[config.mk]
export PLATFORM = sky130hd
export DESIGN_NAME = isf_dev_end_flat
export DESIGN_NICKNAME = d
export VERILOG_FILES = /design/src/isf_pkg.sv /design/src/isf_link_if.sv /design/src/isf_dev_end.sv /design/src/flat_wrapper.sv
export VERILOG_INCLUDE_DIRS = /design/src
export SDC_FILE = /design/constraint.sdc
export NUM_CORES = 1
export LEC_CHECK = 0
export BUFFER_PORTS_ARGS = -buffer_cell sky130_fd_sc_hd__buf_2
export CAP_MARGIN = 20
export CORE_MARGIN = 4
export CORE_UTILIZATION = 49
export DETAILED_ROUTE_END_ITERATION = 10
export HOLD_SLACK_MARGIN = 0.1
export PLACE_DENSITY = 0.81
export RECOVER_POWER = 50
export SLEW_MARGIN = 0
export SYNTH_ARGS = -nofsm -noshare
export SYNTH_HDL_FRONTEND = slang
export SYNTH_SLANG_ARGS = --single-unit
[constraint.sdc]
create_clock -name core_clk -period 2 [get_ports core_clk]
set_input_delay 0.4 -clock core_clk [delete_from_list [all_inputs] [get_ports core_clk]]
set_output_delay 0.4 -clock core_clk [all_outputs]
set_load 0.01 [all_outputs]
[src/isf_regs.svh]
/*
 Offsets, field positions, reset values and codes of the status-flag block.
 Assumes inclusion by bare name from every file that needs these values.
*/
`ifndef ISF_REGS_SVH
`define ISF_REGS_SVH

// Register byte offsets on the Wishbone bus
`define ISF_OFS_STATUS 8'h00
`define ISF_OFS_CTRL1 8'h04
`define ISF_OFS_CTRL2 8'h08
`define ISF_OFS_CFG 8'h0C
`define ISF_OFS_ADDR1 8'h10
`define ISF_OFS_UPPER 8'h14

// Status register fields
`define ISF_ST_ARB_LOST 4
`define ISF_ST_RANGE 3
`define ISF_ST_DIR 2
`define ISF_ST_INT 1

// First control register fields
`define ISF_C1_IRQ_EN 6
`define ISF_C1_TX_MODE 4
`define ISF_C1_TX_ACK 3

// Second control register field
`define ISF_C2_WIN_EN 3

// Configuration register fields
`define ISF_CFG_FAST_ACK 7
`define ISF_CFG_SMBUS 6

// Address fields sit in bits 7:1
`define ISF_ADDR_LSB 1
`define ISF_ADDR_MSB 7

// Reset value of every register byte
`define ISF_RST_BYTE 8'h00

// Timeout kinds on the link
`define ISF_TOUT_LOW 2'h0
`define ISF_TOUT_SCL_HIGH 2'h1
`define ISF_TOUT_SDA_HIGH 2'h2

`endif

[src/isf_pkg.sv]
/*
 Types of the status-flag block: state records of both ends and command kinds.
 Assumes nothing beyond a SystemVerilog compiler.
*/
`default_nettype none

package isf_pkg;

	typedef enum logic [1:0] {
		ISF_CMD_CALL,
		ISF_CMD_BYTE,
		ISF_CMD_ARB,
		ISF_CMD_TOUT
	} isf_cmd_t;

	typedef enum logic [1:0] {
		ISF_FAR_IDLE,
		ISF_FAR_GAP,
		ISF_FAR_WAIT
	} isf_far_state_t;

	typedef struct packed {
		logic wbAck;
		logic [31:0] rdData;
		logic irqEnable;
		logic txMode;
		logic txAck;
		logic windowEn;
		logic fastAck;
		logic smbusMode;
		logic [6:0] primAddr;
		logic [6:0] upperAddr;
		logic arbLost;
		logic rangeMatch;
		logic slaveDir;
		logic intFlag;
		logic ackPending;
		logic ackWritten;
		logic ackReady;
		logic ackOut;
		logic ackOeN;
		logic irq;
	} isf_dev_state_t;

	typedef struct packed {
		isf_far_state_t state;
		logic ready;
		logic done;
		logic doneAck;
		logic callStb;
		logic [6:0] callAddr;
		logic callRw;
		logic bitsStb;
		logic ackStb;
		logic arbStb;
		logic toutStb;
		logic [1:0] toutKind;
	} isf_far_state_t_rec_t;

endpackage : isf_pkg

`default_nettype wire

[src/isf_link_if.sv]
/*
 Link between the flag block and the far bus agent: byte-phase events one way,
 the acknowledge drive the other way.
 Assumes both ends run on one clock; the bench joins them.
*/
`default_nettype none

interface isf_link_if;
	// Far agent to device
	logic callStb;
	logic [6:0] callAddr;
	logic callRw;
	logic bitsStb;
	logic ackStb;
	logic arbStb;
	logic toutStb;
	logic [1:0] toutKind;
	// Device to far agent
	logic ackReady;
	logic ackOut;
	logic ackOeN;

	modport dev (
		input callStb, callAddr, callRw, bitsStb, ackStb, arbStb, toutStb, toutKind,
		output ackReady, ackOut, ackOeN
	);

	modport far (
		output callStb, callAddr, callRw, bitsStb, ackStb, arbStb, toutStb, toutKind,
		input ackReady, ackOut, ackOeN
	);
endinterface : isf_link_if

`default_nettype wire

[src/isf_dev_end.sv]
/*
 Status-flag logic of a master/slave two-wire bus controller: arbitration lost,
 range match, slave direction and pending interrupt, with its own registers on
 a classic Wishbone slave and the acknowledge drive toward the link.
 Assumes one clock shared with the far agent and 32-bit Wishbone with byte lane 0 used.
*/
`include "isf_regs.svh"
`default_nettype none

// Functional notes
// - Arbitration loss sets the lost flag.
// - Writing one clears lost flag, nothing else.
// - Window enabled: nonzero call equals upper address.
// - Window enabled: call within primary..upper range.
// - Software keeps interrupt enable set for range matching.
// - Any first-control write clears range match.
// - Direction flag holds received read/write bit.
// - Any interrupt event sets interrupt flag.
// - Writing one clears interrupt flag, nothing else.
// - Fast ack off: flag after acknowledge bit.
// - Fast ack on: flag after eight bits.
// - Receive: drive ack or nack from control.
// - Address match, arbitration, SMBus timeouts except SCL/SDA high interrupt.
module isf_dev_end (
	// Clock and reset
	input wire logic core_clk,
	input wire logic rst_n,
	// Wishbone slave
	input wire logic wbCyc,
	input wire logic wbStb,
	input wire logic wbWe,
	input wire logic [7:0] wbAdr,
	input wire logic [3:0] wbSel,
	input wire logic [31:0] wbDatW,
	output logic [31:0] wbDatR,
	output logic wbAck,
	// Interrupt request
	output logic irqReq,
	// Link
	isf_link_if.dev link
);

	function automatic logic isf_in_window(
		input logic [6:0] a,
		input logic [6:0] lo,
		input logic [6:0] hi
	);
		isf_in_window = (a >= lo) && (a <= hi);
	endfunction : isf_in_window

	// Register select, shared by write decode and read mux
	function automatic logic isf_adr_hit(
		input logic [7:0] adr,
		input logic [7:0] ofs
	);
		isf_adr_hit = (adr == ofs);
	endfunction : isf_adr_hit

	// Sticky flag: a set event wins over a clear in the same cycle
	function automatic logic isf_sticky(
		input logic setEv,
		input logic held,
		input logic clrEv
	);
		isf_sticky = setEv | (held & ~clrEv);
	endfunction : isf_sticky

	isf_pkg::isf_dev_state_t st;
	isf_pkg::isf_dev_state_t nx;

	logic busAcc;
	logic busWr;
	logic wrStatus;
	logic wrCtrl1;
	logic wrCtrl2;
	logic wrCfg;
	logic wrAddr1;
	logic wrUpper;
	logic primaryHit;
	logic rangeHit;
	logic callHit;
	logic byteSet;
	logic toutSet;
	logic intSet;
	logic [7:0] rdByte;

	// Bus access decode
	assign busAcc = wbCyc & wbStb & ~st.wbAck;
	assign busWr = busAcc & wbWe & wbSel[0];
	assign wrStatus = busWr & isf_adr_hit(wbAdr, `ISF_OFS_STATUS);
	assign wrCtrl1 = busWr & isf_adr_hit(wbAdr, `ISF_OFS_CTRL1);
	assign wrCtrl2 = busWr & isf_adr_hit(wbAdr, `ISF_OFS_CTRL2);
	assign wrCfg = busWr & isf_adr_hit(wbAdr, `ISF_OFS_CFG);
	assign wrAddr1 = busWr & isf_adr_hit(wbAdr, `ISF_OFS_ADDR1);
	assign wrUpper = busWr & isf_adr_hit(wbAdr, `ISF_OFS_UPPER);

	// Calling address match
	assign primaryHit = (link.callAddr != 7'h00)
		&& isf_in_window(link.callAddr, st.primAddr, st.primAddr);
	assign rangeHit = st.windowEn && st.irqEnable
		&& (link.callAddr != 7'h00)
		&& ((link.callAddr == st.upperAddr)
		|| isf_in_window(link.callAddr, st.primAddr, st.upperAddr));
	assign callHit = link.callStb & (primaryHit | rangeHit);

	// Interrupt causes
	assign byteSet = st.fastAck ? link.bitsStb : link.ackStb;
	assign toutSet = link.toutStb & st.smbusMode
		& (link.toutKind != `ISF_TOUT_SCL_HIGH)
		& (link.toutKind != `ISF_TOUT_SDA_HIGH);
	assign intSet = byteSet | callHit | link.arbStb | toutSet;

	always_comb begin
		nx = st;
		rdByte = `ISF_RST_BYTE;
		// Read mux
		if (isf_adr_hit(wbAdr, `ISF_OFS_STATUS)) begin
			rdByte[`ISF_ST_ARB_LOST] = st.arbLost;
			rdByte[`ISF_ST_RANGE] = st.rangeMatch;
			rdByte[`ISF_ST_DIR] = st.slaveDir;
			rdByte[`ISF_ST_INT] = st.intFlag;
		end else if (isf_adr_hit(wbAdr, `ISF_OFS_CTRL1)) begin
			rdByte[`ISF_C1_IRQ_EN] = st.irqEnable;
			rdByte[`ISF_C1_TX_MODE] = st.txMode;
			rdByte[`ISF_C1_TX_ACK] = st.txAck;
		end else if (isf_adr_hit(wbAdr, `ISF_OFS_CTRL2)) begin
			rdByte[`ISF_C2_WIN_EN] = st.windowEn;
		end else if (isf_adr_hit(wbAdr, `ISF_OFS_CFG)) begin
			rdByte[`ISF_CFG_FAST_ACK] = st.fastAck;
			rdByte[`ISF_CFG_SMBUS] = st.smbusMode;
		end else if (isf_adr_hit(wbAdr, `ISF_OFS_ADDR1)) begin
			rdByte[`ISF_ADDR_MSB:`ISF_ADDR_LSB] = st.primAddr;
		end else if (isf_adr_hit(wbAdr, `ISF_OFS_UPPER)) begin
			rdByte[`ISF_ADDR_MSB:`ISF_ADDR_LSB] = st.upperAddr;
		end
		// Bus answer: one-cycle ack, unmapped reads zero
		nx.wbAck = busAcc;
		if (busAcc && !wbWe) begin
			nx.rdData = {24'h000000, rdByte};
		end
		// Register writes
		if (wrCtrl1) begin
			nx.irqEnable = wbDatW[`ISF_C1_IRQ_EN];
			nx.txMode = wbDatW[`ISF_C1_TX_MODE];
			nx.txAck = wbDatW[`ISF_C1_TX_ACK];
		end
		if (wrCtrl2) begin
			nx.windowEn = wbDatW[`ISF_C2_WIN_EN];
		end
		if (wrCfg) begin
			nx.fastAck = wbDatW[`ISF_CFG_FAST_ACK];
			nx.smbusMode = wbDatW[`ISF_CFG_SMBUS];
		end
		if (wrAddr1) begin
			nx.primAddr = wbDatW[`ISF_ADDR_MSB:`ISF_ADDR_LSB];
		end
		if (wrUpper) begin
			nx.upperAddr = wbDatW[`ISF_ADDR_MSB:`ISF_ADDR_LSB];
		end
		// Sticky flags: set wins over clear
		nx.arbLost = isf_sticky(link.arbStb, st.arbLost,
			wrStatus & wbDatW[`ISF_ST_ARB_LOST]);
		nx.rangeMatch = isf_sticky(link.callStb & rangeHit, st.rangeMatch,
			wrCtrl1);
		nx.intFlag = isf_sticky(intSet, st.intFlag,
			wrStatus & wbDatW[`ISF_ST_INT]);
		// Direction follows the call that matched
		if (callHit) begin
			nx.slaveDir = link.callRw;
		end
		// Acknowledge drive for a received byte
		if (wrCtrl1 && st.ackPending) begin
			nx.ackWritten = 1'b1;
		end
		if (link.bitsStb && !st.txMode) begin
			nx.ackPending = 1'b1;
			nx.ackWritten = 1'b0;
		end
		if (link.ackStb) begin
			nx.ackPending = 1'b0;
			nx.ackWritten = 1'b0;
		end
		nx.ackReady = nx.ackPending & (~nx.fastAck | nx.ackWritten);
		nx.ackOut = nx.txAck;
		// Enable is low while the acknowledge is driven
		nx.ackOeN = ~nx.ackReady;
		// Request output follows flag and enable
		nx.irq = nx.intFlag & nx.irqEnable;
	end

	always_ff @(posedge core_clk or negedge rst_n) begin
		if (!rst_n) begin
			st <= '0;
			st.ackOeN <= 1'b1;
		end else begin
			st <= nx;
		end
	end

	assign wbAck = st.wbAck;
	assign wbDatR = st.rdData;
	assign irqReq = st.irq;
	assign link.ackReady = st.ackReady;
	assign link.ackOut = st.ackOut;
	assign link.ackOeN = st.ackOeN;

endmodule : isf_dev_end

`default_nettype wire

[src/flat_wrapper.sv]
// flat-port wrapper written by rule: the top's interface ports become plain ports
module isf_dev_end_flat 
  (core_clk, rst_n, wbCyc, wbStb, wbWe, wbAdr, wbSel, wbDatW, wbDatR, wbAck, irqReq, link_callStb, link_callAddr, link_callRw, link_bitsStb, link_ackStb, link_arbStb, link_toutStb, link_toutKind, link_ackReady, link_ackOut, link_ackOeN);
  isf_link_if link_i ();
  input wire logic core_clk;
  input wire logic rst_n;
  input wire logic wbCyc;
  input wire logic wbStb;
  input wire logic wbWe;
  input wire logic [7:0] wbAdr;
  input wire logic [3:0] wbSel;
  input wire logic [31:0] wbDatW;
  output logic [31:0] wbDatR;
  output logic wbAck;
  output logic irqReq;
  input wire logic [$bits(link_i.callStb)-1:0] link_callStb;
  input wire logic [$bits(link_i.callAddr)-1:0] link_callAddr;
  input wire logic [$bits(link_i.callRw)-1:0] link_callRw;
  input wire logic [$bits(link_i.bitsStb)-1:0] link_bitsStb;
  input wire logic [$bits(link_i.ackStb)-1:0] link_ackStb;
  input wire logic [$bits(link_i.arbStb)-1:0] link_arbStb;
  input wire logic [$bits(link_i.toutStb)-1:0] link_toutStb;
  input wire logic [$bits(link_i.toutKind)-1:0] link_toutKind;
  output wire logic [$bits(link_i.ackReady)-1:0] link_ackReady;
  output wire logic [$bits(link_i.ackOut)-1:0] link_ackOut;
  output wire logic [$bits(link_i.ackOeN)-1:0] link_ackOeN;
  assign link_i.callStb = link_callStb;
  assign link_i.callAddr = link_callAddr;
  assign link_i.callRw = link_callRw;
  assign link_i.bitsStb = link_bitsStb;
  assign link_i.ackStb = link_ackStb;
  assign link_i.arbStb = link_arbStb;
  assign link_i.toutStb = link_toutStb;
  assign link_i.toutKind = link_toutKind;
  assign link_ackReady = link_i.ackReady;
  assign link_ackOut = link_i.ackOut;
  assign link_ackOeN = link_i.ackOeN;
  isf_dev_end u_core (.core_clk(core_clk), .rst_n(rst_n), .wbCyc(wbCyc), .wbStb(wbStb), .wbWe(wbWe), .wbAdr(wbAdr), .wbSel(wbSel), .wbDatW(wbDatW), .wbDatR(wbDatR), .wbAck(wbAck), .irqReq(irqReq), .link(link_i));
endmodule
* Word-level counts from Yosys, hierarchy flattened
Index checks and enable logic that the tools add are counted.
** Storage, ports and cells
- Register bits after elaboration :: 37
- Output and inout port bits :: 37
** Cells by class
- $lt $le $gt $ge :: 3
- Equal/unequal tests :: 8
- Multiplexer cells :: 20
- Bitwise operators :: 36
- Reduce and logical (&&, ||, !) cells :: 14
** Operators with widths (number)
- 1-bit bitwise AND :: 22
- 8-bit by 4-bit equality test with 1-bit output (second input constant) :: 2
- 8-bit by 5-bit equality test with 1-bit output (second input constant) :: 2
- 7-bit <= comparator :: 2
- 2-bit two-way mux :: 7
- 7-bit two-way mux :: 2
- 1-bit logical AND :: 9
- 8-bit by 3-bit equality test with 1-bit output (second input constant) :: 1
- 8-bit logical NOT :: 1
- 4-bit two-way mux :: 2
- 1-bit bitwise OR :: 8
- 7-bit equality test :: 1
- 7-bit greater-or-equal comparator :: 1
- 7-bit nonzero test :: 1
- 1-bit two-way mux :: 6
- 3-bit two-way mux :: 2
- 1-bit inverter :: 6
- 5-bit two-way mux :: 1
- 1-bit logical NOT :: 2
- 2-bit by 1-bit inequality test with 1-bit output (second input constant) :: 1
- 2-bit inequality test (second input constant) :: 1
- 1-bit logical OR :: 1

* Longest topological paths before layout
- Word-level depth :: 12
- Depth in mapped cells :: 7

* Least setup slack after synthesis
OpenSTA, ideal clock, no wires.
- Path type :: input to register
- Start :: input link_callAddr[2]
- End :: register u_core.st[7] (netlist name)
- Arrival time :: 1676 ps
- Path slack :: 183 ps
- Cell stages on the path :: 5
- Buffers on the path :: 0
- Path through :: or4_4 > o2111a_1 > and3_1 > a311oi_1 > o311ai_1
** Between the ends
- Word-level cells in the longest chain between the ends :: 6
- Elaborated cells between the ends (all ways) :: 13
- Those cells by class :: order compare (3); eq/ne (1); bitwise (2); reduce/logical (7)
** RTL lines
- start: declaration :: line flat_wrapper.sv:17 : input wire logic [$bits(link_i.callAddr)-1:0] link_callAddr;
- 7-bit greater-or-equal comparator or 7-bit <= comparator (tied branches) :: line isf_dev_end.sv:48 : isf_in_window = (a >= lo) && (a <= hi);
- 1-bit logical AND :: line isf_dev_end.sv:48
- 1-bit logical OR :: line isf_dev_end.sv:103 : || isf_in_window(link.callAddr, st.primAddr, st.upperAddr));
- 1-bit logical AND :: line isf_dev_end.sv:102 : && ((link.callAddr == st.upperAddr)
- 1-bit bitwise OR (*) :: line isf_dev_end.sv:104 : assign callHit = link.callStb & (primaryHit | rangeHit);
- 1-bit bitwise AND (*) :: line isf_dev_end.sv:104
- end signal: assignment :: line isf_dev_end.sv:196 : st <= nx;
- end: declaration :: line isf_dev_end.sv:68 : isf_pkg::isf_dev_state_t st;
Every way passes the cells marked *; elsewhere a longest branch is shown, timed or not.
A chain may end at the register's enable or synchronous reset.

* Worst setup path in the final report
- Start :: register u_core.st[23] (netlist name)
- End :: register u_core.st[7] (netlist name)
** Between the ends
- Word-level cells in the longest chain between the ends :: 6
- Elaborated cells between the ends (all ways) :: 9
- Those cells by class :: order compare (2); bitwise (2); reduce/logical (5)
** RTL lines (line)
- 7-bit greater-or-equal comparator :: isf_dev_end.sv:48
- 1-bit logical AND :: isf_dev_end.sv:48
- 1-bit logical OR :: isf_dev_end.sv:103
- 1-bit logical AND :: isf_dev_end.sv:102
- 1-bit bitwise OR (*) :: isf_dev_end.sv:104
- 1-bit bitwise AND (*) :: isf_dev_end.sv:104
Marked as above.

==> impl_results.md <==
- Via density: 5.21
- Crit. End Element: register
- Main flop type after synthesis: dfrtp_1
- Post-CTS Hold Fix Bufs: 0
- DP Wirelength: 4440 um
- Clock Pin Slew Worst Setup and Hold Paths: 0.07 ns
- ANT nets after route: 0
- Crit path DAT: 2.09 ns
- # rows: 25
- Via count: 1882
- Final Hold Violating Endpoints: 0
- GRT Overall Usage: 18.6%
- Min-Delay Path Class: input pin to async pin
- Fillers: 445
- R2R cell count: 6
- First-pass GRT wire length: 8950 um
- Die area: 6280 um^2
- DP Area: 2710 um^2
- Post-synth top area cell: dfrtp_1
- Sequential-to-total area share from yosys stat: 37.3%
- Seq cells post-synth: 37
- Initial DRC count: 124
- CTS Buffer Depth: 2
- Final setup fails: 0
- Startpoint Class: register
- P per Cell Area: 546 nW/um^2
- WP data required: 2.15 ns
- Synth top area cells: dfrtp_1, buf_4, mux2_4
- Total wire length: 5600 um
- Die Y: 79.2 um
- DRT Pass-1 Iters: 4
- Port bufs: 47
- CTS Sinks: 37
- Fmax: 0.516 GHz
- Area grow syn2layout: 13.3%
- Num ports: 101
- Most frequent cell after synthesis: dfrtp_1
- Die width: 79.2 um
- Post-Syn Instances: 240
- Worst VDD drop: 0.478 mV
- Switching pwr: 0.405 mW
- Synthesized cell area: 2490 um^2
- Max_cap viols: 0
- Rel. slew slack: 39.4%
- Core footprint: 4820 um^2
- GPL Wtd Cong: 0.814
- DP Cell Count: 353
- Worst hold slack: 0.307 ns
- Largest net degree at the start of global routing: 38
- Top-area cell type share of the netlist area: 36.2%
- # H-tree levels: 2
- Worst R2R Setup Slack: 0.06 ns
- Yosys warns: 0
- Reg2reg start: u_core.st[23]
- Sw Share: 26.3%
- Reg power frac: 50.2%
- Final instance area: 2820 um^2
- Internal power: 1.13 mW
- Worst r2r dst: u_core.st[7]
- CTS tree: built
- Post-synth ARST share: 100%
- Routed length per instance: 15.5 um
- Worst-Margin Slew: 0.908 ns
- Minimum clock period: 1.94 ns
- Synth cell count leaders: dfrtp_1, buf_4, inv_1
- EDFF count, synth: 0
- Mean Syn Cell Area: 10.4 um^2
- Initial antenna violation count: 0
- Outcome: complete, no violations
- Clk Latency, worst-skew pair: 0.29 ns
- Sum Neg Setup Slack: 0 ns
- Tcrit/Tclk final: 97.0%
- Root Driver: clkbuf_8
- # DRC: 0
- CTS Buf Count: 5
- Total grt overflow: 0
- Ratio of cells with drive above 1 in the final layout: 32.7%
- Fin nets: 371
- Starting Density: 51.6%
- Clock Skew: 0.00584 ns
- Vias in the first global route: 1832
- Final Instance Count excl. Fillers: 361
- CP max FO: 4
- Critical Setup Path Class: register to register
- Slew Viols, Final: 0
- Leak: 1.37 nW
- Inserted Diodes: 0
- Clock Power Share: 35.1%
- Netlist cell types: 57
- Gate power share: 14.6%
==> layer usage <==
metal / track usage [%] / part of all wire, % / vias up
met3: 4.54 / 6.8 / 15
met1: 24.1 / 44 / 893
met2: 30.4 / 47 / 68
li1: - / - / 906
met5: 0 / 0 / -
met4: 6.19 / 2.1 / 0
==> cells by family (layout without fill, tap and decap cells) <==
kind of cell    after synthesis  count (layout)  share of synthesized area, %
simple gates                 63              63                          15.8
other cells                   1              25                         0.151
xor+xnor                      1               1                         0.352
compound gates               43              43                          11.9
buf+inv                      56              86                          13.9
fa+ha+maj                    14              14                          7.05
mux                          25              25                          13.6
flops                        37              37                          37.3
==> state kept, by name, indices dropped and copies added (netlist names) <==
| register | count |
|---|---|
| u_core.st | 26 |
| u_core.wbDatR | 7 |
| u_core.irqReq | 1 |
| u_core.link.ackOeN | 1 |
| u_core.link.ackReady | 1 |
| u_core.wbAck | 1 |
==> power by group through the flow <==
stage / logic (mW) / registers [mW] / clock network (mW)
after global routing: 0.252 / 0.775 / 0.585
after CTS: 0.222 / 0.773 / 0.544
after floorplan: 0.156 / 0.788 / 0
after global placement: 0.216 / 0.787 / 0
after detailed placement: 0.220 / 0.788 / 0
final: 0.225 / 0.773 / 0.540
==> through the flow <==
stage	power, mW	util [%]	worst slack, ns
2_1_floorplan	0.944	-	0.183
3_3_place_gp	1.00	56.2	-0.0108
3_5_place_dp	1.01	56.2	-0.0471
4_1_cts	1.54	58.1	0.0756
5_1_grt	1.61	58.5	-0.0131
6_report	1.54	58.5	0.0607
==> worst max-delay path, cell delays in order (launching register included) <==
cell,delay [ns]
dfrtp_1,0.39
inv_1,0.08
ha_1,0.31
and4_1,0.26
o2111ai_2,0.19
a311oi_1,0.40
o311ai_2,0.17
==> worst max path at each step <==
stage,start,endpoint,slack (ns),depth (start not counted)
after floorplan,link_callAddr[2],u_core.st[7],0.18,5
final,u_core.st[23],u_core.st[7],0.06,6
after detailed placement,link_callAddr[5],u_core.st[7],-0.05,6
after global routing,u_core.st[23],u_core.st[7],-0.01,6
after global placement,link_callAddr[5],u_core.irqReq,-0.01,6
after CTS,u_core.st[23],u_core.st[7],0.08,7
==> placed cells by master (no fill, tap or decap), types with 3 or more instances in the layout <==
cell type	Yosys	layout
dfrtp_1	36	36
clkbuf_1	2	6
buf_4	32	10
buf_2	0	43
nand2_1	12	12
nand2b_1	3	3
nor2_1	11	11
a21oi_1	7	7
clkbuf_8	0	6
nand3_1	8	8
o22ai_1	3	3
mux2_2	4	4
inv_1	19	19
o21ai_0	9	9
conb_1	1	25
nand4_1	3	3
mux2i_1	6	6
ha_1	14	14
mux2_4	14	14
nor3_1	4	4
a21o_1	3	3
==> final cells by class <==
type	instances	area, um^2	area share (%)
Clock buffer	8	90.1	3.20
Inverter	20	75.1	2.67
Multi-Input combinational cell	171	1330	47.2
Sequential cell	37	927	32.9
Tap cell	67	83.8	2.98
Timing Repair Buffer	58	310	11.0
==> repair_timing <==
item | in CTS | in global routing
resized for setup | 0 | 4
setup buffers | 0 | 0
endpoints found under the setup margin | 0 | 2
Note: power is estimated with default switching activity, not from simulation.
